===== config.mk =====
export PLATFORM = sky130hd
export DESIGN_NAME = cpo_output_control
export DESIGN_NICKNAME = d
export VERILOG_FILES = /design/src/cpo_pkg.sv /design/src/cpo_sync.sv /design/src/cpo_fifo.sv /design/src/cpo_output_control.sv
export SDC_FILE = /design/constraint.sdc
export NUM_CORES = 1
export LEC_CHECK = 0
export BUFFER_PORTS_ARGS = -buffer_cell sky130_fd_sc_hd__buf_2
export CORE_ASPECT_RATIO = 1.2
export CORE_MARGIN = 5
export CORE_UTILIZATION = 63
export DETAILED_ROUTE_END_ITERATION = 7
export PLACE_DENSITY = 0.88
export SLEW_MARGIN = 15
export SYNTH_ARGS = -nofsm -noshare
export SYNTH_HDL_FRONTEND = slang
export SYNTH_SLANG_ARGS = --single-unit

===== constraint.sdc =====
create_clock -name clk -period 6.7 [get_ports clk]
set_input_delay 0 -clock clk [delete_from_list [all_inputs] [get_ports clk]]
set_output_delay 0 -clock clk [all_outputs]
set_load 0.02 [all_outputs]

===== src/cpo_pkg.sv =====
// constants, bit positions and state encodings shared by the prom output control files
`default_nettype none
package cpo_pkg;
	// =========================================================================
	// clock and timing
	localparam int unsigned CLK_FREQ_MHZ  = 250;
	localparam int unsigned US_PER_MS     = 1000;
	localparam int unsigned T_OER_MAX_MS  = 1;
	localparam int unsigned T_RST_MIN_MS  = 10;
	// longest release delay rounds down, shortest brown-out time rounds up; both come out exact
	localparam int unsigned OER_CYCLES    = T_OER_MAX_MS * US_PER_MS * CLK_FREQ_MHZ;
	localparam int unsigned RST_CYCLES    = T_RST_MIN_MS * US_PER_MS * CLK_FREQ_MHZ;
	localparam int unsigned CLK_HALF_DIV  = 2;
	// clocks from a supply pin edge to the delay state: two sync stages and the hold state
	localparam int unsigned SYNC_LAT      = 3;

	// =========================================================================
	// array geometry and buffering
	localparam int unsigned ADDR_W        = 16;
	localparam int unsigned DATA_W        = 8;
	localparam int unsigned FIFO_DEPTH    = 32;
	localparam int unsigned RESET_ADDR    = 0;

	// =========================================================================
	// synchroniser bit positions and reset levels
	localparam int unsigned SYN_CFG       = 0;
	localparam int unsigned SYN_CE        = 1;
	localparam int unsigned SYN_OE        = 2;
	localparam int unsigned SYN_BUSY      = 3;
	localparam int unsigned SYN_PWR       = 4;
	localparam int unsigned SYN_W         = 5;
	// chip enable resets to deasserted so the block wakes in standby
	localparam logic [SYN_W-1:0] SYN_RESET = 5'h02;

	// =========================================================================
	// supply sequencing states
	typedef enum logic [1:0] {
		PWR_HOLD  = 2'b00,
		PWR_DELAY = 2'b01,
		PWR_RUN   = 2'b10
	} cpo_pwr_e;
endpackage : cpo_pkg
`default_nettype wire


===== src/cpo_sync.sv =====
// two-flop level synchroniser for pins from outside the clock domain
`timescale 1ns/1ns
`default_nettype none
module cpo_sync #(
	parameter int unsigned       WIDTH     = 1,
	parameter logic [WIDTH-1:0]  RESET_VAL = '0
) (
	input  wire logic             clk,
	input  wire logic             resetn,
	input  wire logic [WIDTH-1:0] asyncIn,
	output var  logic [WIDTH-1:0] syncOut
);
	// =========================================================================
	// stages
	logic [WIDTH-1:0] meta_q;

	// the first stage feeds only the second
	always_ff @(posedge clk or negedge resetn) begin
		if (!resetn) begin
			meta_q  <= RESET_VAL;
			syncOut <= RESET_VAL;
		end else begin
			meta_q  <= asyncIn;
			syncOut <= meta_q;
		end
	end
endmodule : cpo_sync
`default_nettype wire


===== src/cpo_fifo.sv =====
// parameterised flip-flop fifo with valid/ready on both sides and a flush
`timescale 1ns/1ns
`default_nettype none
module cpo_fifo #(
	parameter int unsigned WIDTH = 8,
	parameter int unsigned DEPTH = 32
) (
	input  wire logic             clk,
	input  wire logic             resetn,
	input  wire logic             flush,
	input  wire logic             inValid,
	output var  logic             inReady,
	input  wire logic [WIDTH-1:0] inData,
	output var  logic             outValid,
	input  wire logic             outReady,
	output var  logic [WIDTH-1:0] outData
);
	localparam int unsigned AW = (DEPTH > 1) ? $clog2(DEPTH) : 1;

	// =========================================================================
	// storage and pointers
	logic [WIDTH-1:0] mem_q [DEPTH];
	logic [AW-1:0]    wrPtr_q;
	logic [AW-1:0]    rdPtr_q;
	logic [AW:0]      count_q;
	wire              push   = inValid && inReady;
	wire              pop    = outValid && outReady;
	wire  [AW-1:0]    wrNext = (wrPtr_q == AW'(DEPTH - 1)) ? '0 : wrPtr_q + 1'b1;
	wire  [AW-1:0]    rdNext = (rdPtr_q == AW'(DEPTH - 1)) ? '0 : rdPtr_q + 1'b1;

	assign inReady  = (count_q != (AW + 1)'(DEPTH));
	assign outValid = (count_q != '0);
	assign outData  = mem_q[rdPtr_q];

	// =========================================================================
	// write port; entries need no reset since count guards every read
	always_ff @(posedge clk) begin
		if (push) begin
			mem_q[wrPtr_q] <= inData;
		end
	end

	always_ff @(posedge clk or negedge resetn) begin
		if (!resetn) begin
			wrPtr_q <= '0;
			rdPtr_q <= '0;
			count_q <= '0;
		end else if (flush) begin
			wrPtr_q <= '0;
			rdPtr_q <= '0;
			count_q <= '0;
		end else begin
			if (push) wrPtr_q <= wrNext;
			if (pop) rdPtr_q <= rdNext;
			if (push && !pop) count_q <= count_q + 1'b1;
			else if (pop && !push) count_q <= count_q - 1'b1;
		end
	end
endmodule : cpo_fifo
`default_nettype wire


===== src/cpo_output_control.sv =====
// output, address and reset-pin control of a configuration prom facing the fpga port
`timescale 1ns/1ns
`default_nettype none
module cpo_output_control #(
	parameter int unsigned ADDR_W           = cpo_pkg::ADDR_W,
	parameter int unsigned DATA_W           = cpo_pkg::DATA_W,
	parameter int unsigned FIFO_DEPTH       = cpo_pkg::FIFO_DEPTH,
	parameter bit          PARALLEL_VARIANT = 1'b1,
	parameter int unsigned CLK_HALF_DIV     = cpo_pkg::CLK_HALF_DIV,
	parameter int unsigned RELEASE_CYCLES   = cpo_pkg::OER_CYCLES,
	parameter int unsigned TRST_CYCLES      = cpo_pkg::RST_CYCLES
) (
	input  wire logic              clk,
	input  wire logic              resetn,
	input  wire logic              cfgClk,
	input  wire logic              chipEnableN,
	input  wire logic              busy,
	input  wire logic              powerGood,
	input  wire logic              resetPinIn,
	output var  logic              resetPinOut,
	output var  logic              resetPinOeN,
	input  wire logic              revBankEnable,
	input  wire logic [ADDR_W-1:0] revStartAddr,
	input  wire logic [ADDR_W-1:0] revEndAddr,
	output var  logic              arrayReadReq,
	output var  logic [ADDR_W-1:0] arrayReadAddr,
	input  wire logic [DATA_W-1:0] arrayReadData,
	output var  logic [DATA_W-1:0] dataOut,
	output var  logic              dataOeN,
	output var  logic              cascade_enable_out_n,
	output var  logic              derived_clock_out,
	output var  logic              derivedClockOeN,
	output var  logic              standbyMode,
	output var  logic              reducedCurrent,
	output var  logic [ADDR_W-1:0] currentAddr
);
	localparam logic [ADDR_W-1:0] terminal_count = {ADDR_W{1'b1}};
	localparam logic [ADDR_W-1:0] ZERO_ADDR      = ADDR_W'(cpo_pkg::RESET_ADDR);
	localparam logic [7:0]        DIV_LAST       = 8'(CLK_HALF_DIV - 1);
	// the pin synchroniser and the hold state eat part of the release window,
	// so the delay counter stops that much sooner to keep the pin inside its limit
	localparam int unsigned       DELAY_CYCLES   = (RELEASE_CYCLES > cpo_pkg::SYNC_LAT) ?
		RELEASE_CYCLES - cpo_pkg::SYNC_LAT : 32'h1;

	// =========================================================================
	// pin synchronisers
	logic [cpo_pkg::SYN_W-1:0] syncIn;
	logic [cpo_pkg::SYN_W-1:0] syncOut;
	logic                      cfgPrev_q;

	assign syncIn[cpo_pkg::SYN_CFG]  = cfgClk;
	assign syncIn[cpo_pkg::SYN_CE]   = chipEnableN;
	assign syncIn[cpo_pkg::SYN_OE]   = resetPinIn;
	assign syncIn[cpo_pkg::SYN_BUSY] = busy;
	assign syncIn[cpo_pkg::SYN_PWR]  = powerGood;

	cpo_sync #(
		.WIDTH     (cpo_pkg::SYN_W),
		.RESET_VAL (cpo_pkg::SYN_RESET)
	) u_sync (
		.clk     (clk),
		.resetn  (resetn),
		.asyncIn (syncIn),
		.syncOut (syncOut)
	);

	wire cfgLevel  = syncOut[cpo_pkg::SYN_CFG];
	wire ceHigh    = syncOut[cpo_pkg::SYN_CE];
	wire oeLevel   = syncOut[cpo_pkg::SYN_OE];
	wire busyLevel = syncOut[cpo_pkg::SYN_BUSY];
	wire pwrGood   = syncOut[cpo_pkg::SYN_PWR];
	// edge found in the same cycle the second stage goes high; cfgClk must stay well below clk/4
	wire cfgRise   = cfgLevel && !cfgPrev_q;

	// =========================================================================
	// supply sequencing
	// one counter serves the release delay and the brown-out timer
	cpo_pkg::cpo_pwr_e pwrState_q;
	cpo_pkg::cpo_pwr_e pwrState_d;
	logic [31:0]       pwrCnt_q;
	logic [31:0]       pwrCnt_d;

	always_comb begin
		pwrState_d = pwrState_q;
		pwrCnt_d   = pwrCnt_q;
		case (pwrState_q)
			cpo_pkg::PWR_HOLD: begin
				pwrCnt_d = '0;
				if (pwrGood) pwrState_d = cpo_pkg::PWR_DELAY;
			end
			cpo_pkg::PWR_DELAY: begin
				// a dip during the delay restarts it from the hold state
				if (!pwrGood) begin
					pwrState_d = cpo_pkg::PWR_HOLD;
					pwrCnt_d   = '0;
				end else if (pwrCnt_q >= DELAY_CYCLES - 32'h1) begin
					pwrState_d = cpo_pkg::PWR_RUN;
					pwrCnt_d   = '0;
				end else begin
					pwrCnt_d = pwrCnt_q + 32'h1;
				end
			end
			cpo_pkg::PWR_RUN: begin
				// short dips are ridden through; only a sustained low restarts
				if (pwrGood) begin
					pwrCnt_d = '0;
				end else if (pwrCnt_q >= TRST_CYCLES - 32'h1) begin
					pwrState_d = cpo_pkg::PWR_HOLD;
					pwrCnt_d   = '0;
				end else begin
					pwrCnt_d = pwrCnt_q + 32'h1;
				end
			end
			default: begin
				pwrState_d = cpo_pkg::PWR_HOLD;
				pwrCnt_d   = '0;
			end
		endcase
	end

	always_ff @(posedge clk or negedge resetn) begin
		if (!resetn) begin
			pwrState_q <= cpo_pkg::PWR_HOLD;
			pwrCnt_q   <= '0;
		end else begin
			pwrState_q <= pwrState_d;
			pwrCnt_q   <= pwrCnt_d;
		end
	end

	wire pwrHold = (pwrState_q != cpo_pkg::PWR_RUN);

	// open-drain: only ever pulls low, the external pull-up releases it
	assign resetPinOut = 1'b0;
	assign resetPinOeN = !pwrHold;

	// =========================================================================
	// mode decode
	logic [ADDR_W-1:0] addr_q;
	logic [ADDR_W-1:0] fetchAddr_q;
	logic [DATA_W-1:0] dataOut_q;
	logic              primed_q;
	logic              fetchPend_q;
	logic              fifoInReady;
	logic              fifoOutValid;
	logic [DATA_W-1:0] fifoOutData;

	// bank addresses are used live; change them only while held in reset or standby
	wire               revOn      = PARALLEL_VARIANT && revBankEnable;
	wire [ADDR_W-1:0]  startAddr  = revOn ? revStartAddr : ZERO_ADDR;
	wire [ADDR_W-1:0]  stopAddr   = revOn ? revEndAddr : terminal_count;
	wire               inStandby  = ceHigh;
	wire               pinReset   = !oeLevel;
	wire               enabled    = !inStandby && !pinReset && !pwrHold;
	wire               atTerm     = (addr_q == terminal_count);
	// a stop at or below the current address halts at once and never wraps
	wire               belowStop  = (addr_q < stopAddr);
	wire               running    = enabled && primed_q && belowStop;
	wire               busyHold   = PARALLEL_VARIANT && busyLevel && running;
	wire [ADDR_W-1:0]  addrNext   = addr_q + 1'b1;
	wire               lastStep   = (addrNext == stopAddr);

	// =========================================================================
	// stepping on configuration clock edges
	logic stepPend_q;

	wire stepEdge  = cfgRise && running && !busyHold;
	// an edge with the next word not yet buffered is held off until it arrives,
	// so a slow array costs latency but never a lost word
	wire stepReq   = (stepEdge || stepPend_q) && running && !busyHold;
	wire stepGo    = stepReq && (lastStep || fifoOutValid);
	wire stepPop   = stepReq && !lastStep && fifoOutValid;
	// a held edge survives busy; only reset, standby or the stop drop it
	wire stepHold  = (stepEdge || stepPend_q) && !stepGo;
	wire primeLoad = enabled && !primed_q && belowStop && fifoOutValid;
	wire fifoPop   = primeLoad || stepPop;
	wire flush     = !enabled;

	always_ff @(posedge clk or negedge resetn) begin
		if (!resetn) begin
			stepPend_q <= 1'b0;
		end else if (flush) begin
			stepPend_q <= 1'b0;
		end else begin
			stepPend_q <= stepHold && running;
		end
	end

	always_ff @(posedge clk or negedge resetn) begin
		if (!resetn) begin
			cfgPrev_q <= 1'b0;
		end else begin
			cfgPrev_q <= cfgLevel;
		end
	end

	always_ff @(posedge clk or negedge resetn) begin
		if (!resetn) begin
			addr_q   <= ZERO_ADDR;
			primed_q <= 1'b0;
		end else if (flush) begin
			addr_q   <= startAddr;
			primed_q <= 1'b0;
		end else begin
			if (primeLoad) primed_q <= 1'b1;
			if (stepGo) addr_q <= addrNext;
		end
	end

	always_ff @(posedge clk or negedge resetn) begin
		if (!resetn) begin
			dataOut_q <= '0;
		end else if (fifoPop) begin
			dataOut_q <= fifoOutData;
		end
	end

	// =========================================================================
	// array prefetch into the buffer
	// one read in flight at a time, so space checked at issue is still there on return
	wire fetchIssue = enabled && !fetchPend_q && (fetchAddr_q < stopAddr) && fifoInReady;
	// a word still in flight when the frame ends is discarded, not kept for the next
	wire fetchPush  = enabled && fetchPend_q;

	always_ff @(posedge clk or negedge resetn) begin
		if (!resetn) begin
			fetchAddr_q <= ZERO_ADDR;
			fetchPend_q <= 1'b0;
		end else if (flush) begin
			fetchAddr_q <= startAddr;
			fetchPend_q <= 1'b0;
		end else begin
			fetchPend_q <= fetchIssue;
			if (fetchIssue) fetchAddr_q <= fetchAddr_q + 1'b1;
		end
	end

	assign arrayReadReq  = fetchIssue;
	assign arrayReadAddr = fetchAddr_q;

	// the flush empties the buffer so a new frame never sees stale words
	cpo_fifo #(
		.WIDTH (DATA_W),
		.DEPTH (FIFO_DEPTH)
	) u_fifo (
		.clk      (clk),
		.resetn   (resetn),
		.flush    (flush),
		.inValid  (fetchPush),
		.inReady  (fifoInReady),
		.inData   (arrayReadData),
		.outValid (fifoOutValid),
		.outReady (fifoPop),
		.outData  (fifoOutData)
	);

	// =========================================================================
	// derived clock divider
	// runs free and only its enable follows the mode, so the first pulse may be short
	logic [7:0] divCnt_q;
	logic       divClk_q;

	always_ff @(posedge clk or negedge resetn) begin
		if (!resetn) begin
			divCnt_q <= '0;
			divClk_q <= 1'b0;
		end else if (divCnt_q >= DIV_LAST) begin
			divCnt_q <= '0;
			divClk_q <= !divClk_q;
		end else begin
			divCnt_q <= divCnt_q + 8'h01;
		end
	end

	// =========================================================================
	// outputs
	// enables are decoded from state, so they move in the same cycle as the mode
	assign dataOut              = dataOut_q;
	assign dataOeN              = !running;
	assign cascade_enable_out_n = !(enabled && atTerm);
	assign derived_clock_out    = divClk_q;
	assign derivedClockOeN      = !(PARALLEL_VARIANT && running);
	assign standbyMode          = inStandby;
	assign reducedCurrent       = enabled && !belowStop;
	assign currentAddr          = addr_q;
endmodule : cpo_output_control
`default_nettype wire


==> run metrics <==
status complete, no violations; Remaining DRCs 0; fin crit share 0.6948; clock slew at reported path FFs 0.07 ns; final wirelength 37800 µm; flops & latches, synth 369; Final Hold Fails 0; Leak 6.920 nW; CTS tree built; Worst Setup Path Type reg2reg; Core Box Area 26190 µm²; # setup viols final 0; Max clock buf depth 3; CP arrival 5.05 ns; clk_skew 0.02652 ns; Post-CTS Setup Bufs 0; Max Fclk 214.8 MHz; Post-synth EDFFs 256; ANT nets after route 0; Post-Syn Instances 1154; Die H 188.1 µm; sequential fraction of the synthesis area 0.6315; via count 10400; grt ovf 0; Total Negative Setup Slacks 0 ns; post-synth cell types 72; worst r2r path cells 17; dpl hpwl 24870 µm; H-tree lvl count 2; setup ws final 2.045 ns; cell count of the worst hold path 1; CTS Buf Count 36; DR pass1 iterations 5; first-pass GRT wire length 59200 µm; met2 Track Usage GR 0.4439; Max Cap Viol 0; VDD IR max 0.3086 mV; largest net degree at the start of global routing 73; initial drt markers 1021; DR WL/cell 22.93 µm; clock root cell clkbuf_16; met3 usage 0.03763; met1 Resource Use GR 0.3424; routability cong. 0.9327; layout cell share with drive strength beyond 1 0.1948; min cycle time layout 4.655 ns; worst hold path type in2reg; Multi-input gate area 5898 µm²; Worst Setup Start Kind flop; Ports 97; Clock Latency Late Sink 0.53 ns; Synth Warn # 0; antenna cells 0; die width 158.4 µm; syn avg cell area 14.43 µm²; Final Max Slew Viols 0; Crit path required time 7.10 ns; vias in the first global route 10600; PwrDens 256.3 nW/µm²; Post-synth top flop edfxtp_1; Total Nets Final 1385; Reg area 10520 µm²; Placement Setup Slack 2.177 ns; GR peak layer met2; fill count 1608; Sink Count 369; port bufs 95; cts repair resizes 0; normalized max-slew margin 0.2968; initial antenna violation count 0; die area 29800 µm²; Async S/R FF share, synth 0.3062; Hold Buf Count CTS 25; Worst-Margin Slew 1.051 ns; via-per-instance ratio 6.307; Starting Density 0.6360; Syn Std Cell Area 16650 µm²; Placement Rows 65; Total GRT Usage 0.2572; Worst Setup End Kind flop; RSZ-0062 raised after global routing false; Layout area overhead 13.59%; worst-path fanout max 10
## report_power, final
part / total [W] / switching, W / internal (W)
clock: 0.00199 / 0.000844 / 0.00115
combinational: 0.000324 / 0.000205 / 0.000119
sequential: 0.00253 / 0.0000518 / 0.00248
## critical path, stage by stage, from the launching register on
cell      delay (ns)
dfrtp_1         0.45
ha_1            0.30
nand4_1         0.26
nor4_4          0.41
xnor2_1         0.18
or2_0           0.24
a31o_1          0.26
a211oi_4        0.50
o21ai_0         0.34
ha_1            0.36
a21o_1          0.17
a21oi_1         0.21
nor2b_1         0.07
o21ai_0         0.21
nand3_1         0.13
and3_1          0.21
o21ai_0         0.16
nand2_1         0.08
## area by class of cell
class,instances,area share
repair buffers,128,0.04167
inverters,28,0.005556
clock buffers,49,0.05344
clock inverters,17,0.009193
well taps,335,0.02216
multi-input cells,723,0.3118
flip-flops and latches,369,0.5562
## path summary, 6_finish.rpt
check                                 start             endpoint  slack, ns
min                        arrayReadData[7]  u_fifo.mem_q[27][7]      0.005
min in group asynchronous            resetn          divCnt_q[3]       0.02
min reg2reg                u_sync.meta_q[2]    u_sync.syncOut[2]       0.35
max reg2reg                  currentAddr[0]    u_fifo.count_q[5]       2.05
max                          currentAddr[0]    u_fifo.count_q[5]       2.05
max in group asynchronous            resetn    u_fifo.rdPtr_q[0]       5.26
## kinds of logic after synthesis
| group | after synthesis | share of synthesized area |
|---|---|---|
| XOR/XNOR | 55 | 0.02975 |
| other | 1 | 0.0002252 |
| AO/OA/AOI/OAI | 152 | 0.05575 |
| AND/OR/NAND/NOR | 347 | 0.1039 |
| buffers and inverters | 77 | 0.01840 |
| flip-flops | 369 | 0.6315 |
| multiplexers | 101 | 0.1211 |
| adder cells (fa/ha/maj) | 52 | 0.03937 |
## synthesized netlist by cell type (all sizes together) (4+ instances only)
| library cell | count | area (µm²) |
|---|---|---|
| o21ai | 47 | 235.2 |
| mux2 | 4 | 45.04 |
| a21o | 6 | 45.04 |
| inv | 27 | 101.4 |
| o211ai | 4 | 30.03 |
| dfrtp | 111 | 2778 |
| mux4 | 80 | 1802 |
| xnor2 | 35 | 306.5 |
| nand3b | 8 | 60.06 |
| ha | 50 | 625.6 |
| nor2 | 95 | 359.1 |
| nand3 | 44 | 220.2 |
| edfxtp | 256 | 7687 |
| xor2 | 19 | 166.4 |
| mux2i | 17 | 170.2 |
| nand4 | 21 | 137.6 |
| and3 | 20 | 125.1 |
| nor3 | 16 | 85.08 |
| o31ai | 8 | 60.06 |
| and4 | 4 | 35.03 |
| a21oi | 59 | 302.8 |
| and2 | 7 | 43.80 |
| nand2 | 85 | 319.1 |
| clkbuf | 31 | 117.6 |
| nor2b | 15 | 93.84 |
| or3 | 5 | 31.28 |
| nor4 | 9 | 71.32 |
| buf | 18 | 83.82 |
| nor3b | 6 | 55.05 |
## metrics by stage
| step | std cells | hold WS, ns | total power, W | utilization | instance area, µm² |
|---|---|---|---|---|---|
| floorplan | 1169 | -0.2956 | 0.002751 | - | 16710 |
| global placement | 1558 | 0.02305 | 0.002868 | 0.6674 | 17480 |
| detailed placement | 1558 | 0.02880 | 0.002886 | 0.6674 | 17480 |
| CTS | 1649 | 0.003680 | 0.004880 | 0.7222 | 18910 |
| global route | 1649 | 0.02363 | 0.005026 | 0.7224 | 18920 |
| finish | 1649 | 0.005439 | 0.004849 | 0.7224 | 18920 |
## registers in the layout (all words and copies together) (netlist names), 6 cells and up
signal          count
pwrCnt_q           32
arrayReadAddr      16
u_fifo.count_q      6
divCnt_q            8
currentAddr        16
dataOut             8
u_fifo.mem_q      256
## layout by cell type, fill, tap and decap left out, types with 4 or more instances in the layout
cell type and n:
a21o_1 6, a21oi_1 57, and2_1 6, and3_1 20, and4_1 4, buf_2 94
buf_4 9, clkbuf_1 8, clkbuf_16 37, clkbuf_8 4, clkinv_1 6, clkinv_2 4
conb_1 16, dfrtp_1 109, dlygate4sd3_1 25, edfxtp_1 256, ha_1 50, inv_1 27
mux2_2 4, mux2i_1 17, mux4_2 80, nand2_1 85, nand3_1 44, nand3b_1 8
nand4_1 20, nor2_1 94, nor2b_1 15, nor3_1 15, nor4_1 8, o211ai_1 4
o21ai_0 44, o31ai_1 8, or3_1 5, xnor2_1 35, xor2_1 19
## per-layer routing
layer / wire, µm / share of wire / vias up
met2: 19760 / 0.52 / 486
met3: 2753 / 0.073 / 60
li1: - / - / 4647
met4: 993 / 0.026 / 0
met5: 0 / 0 / -
met1: 14300 / 0.38 / 5208
(Power assumes the default switching activity.)
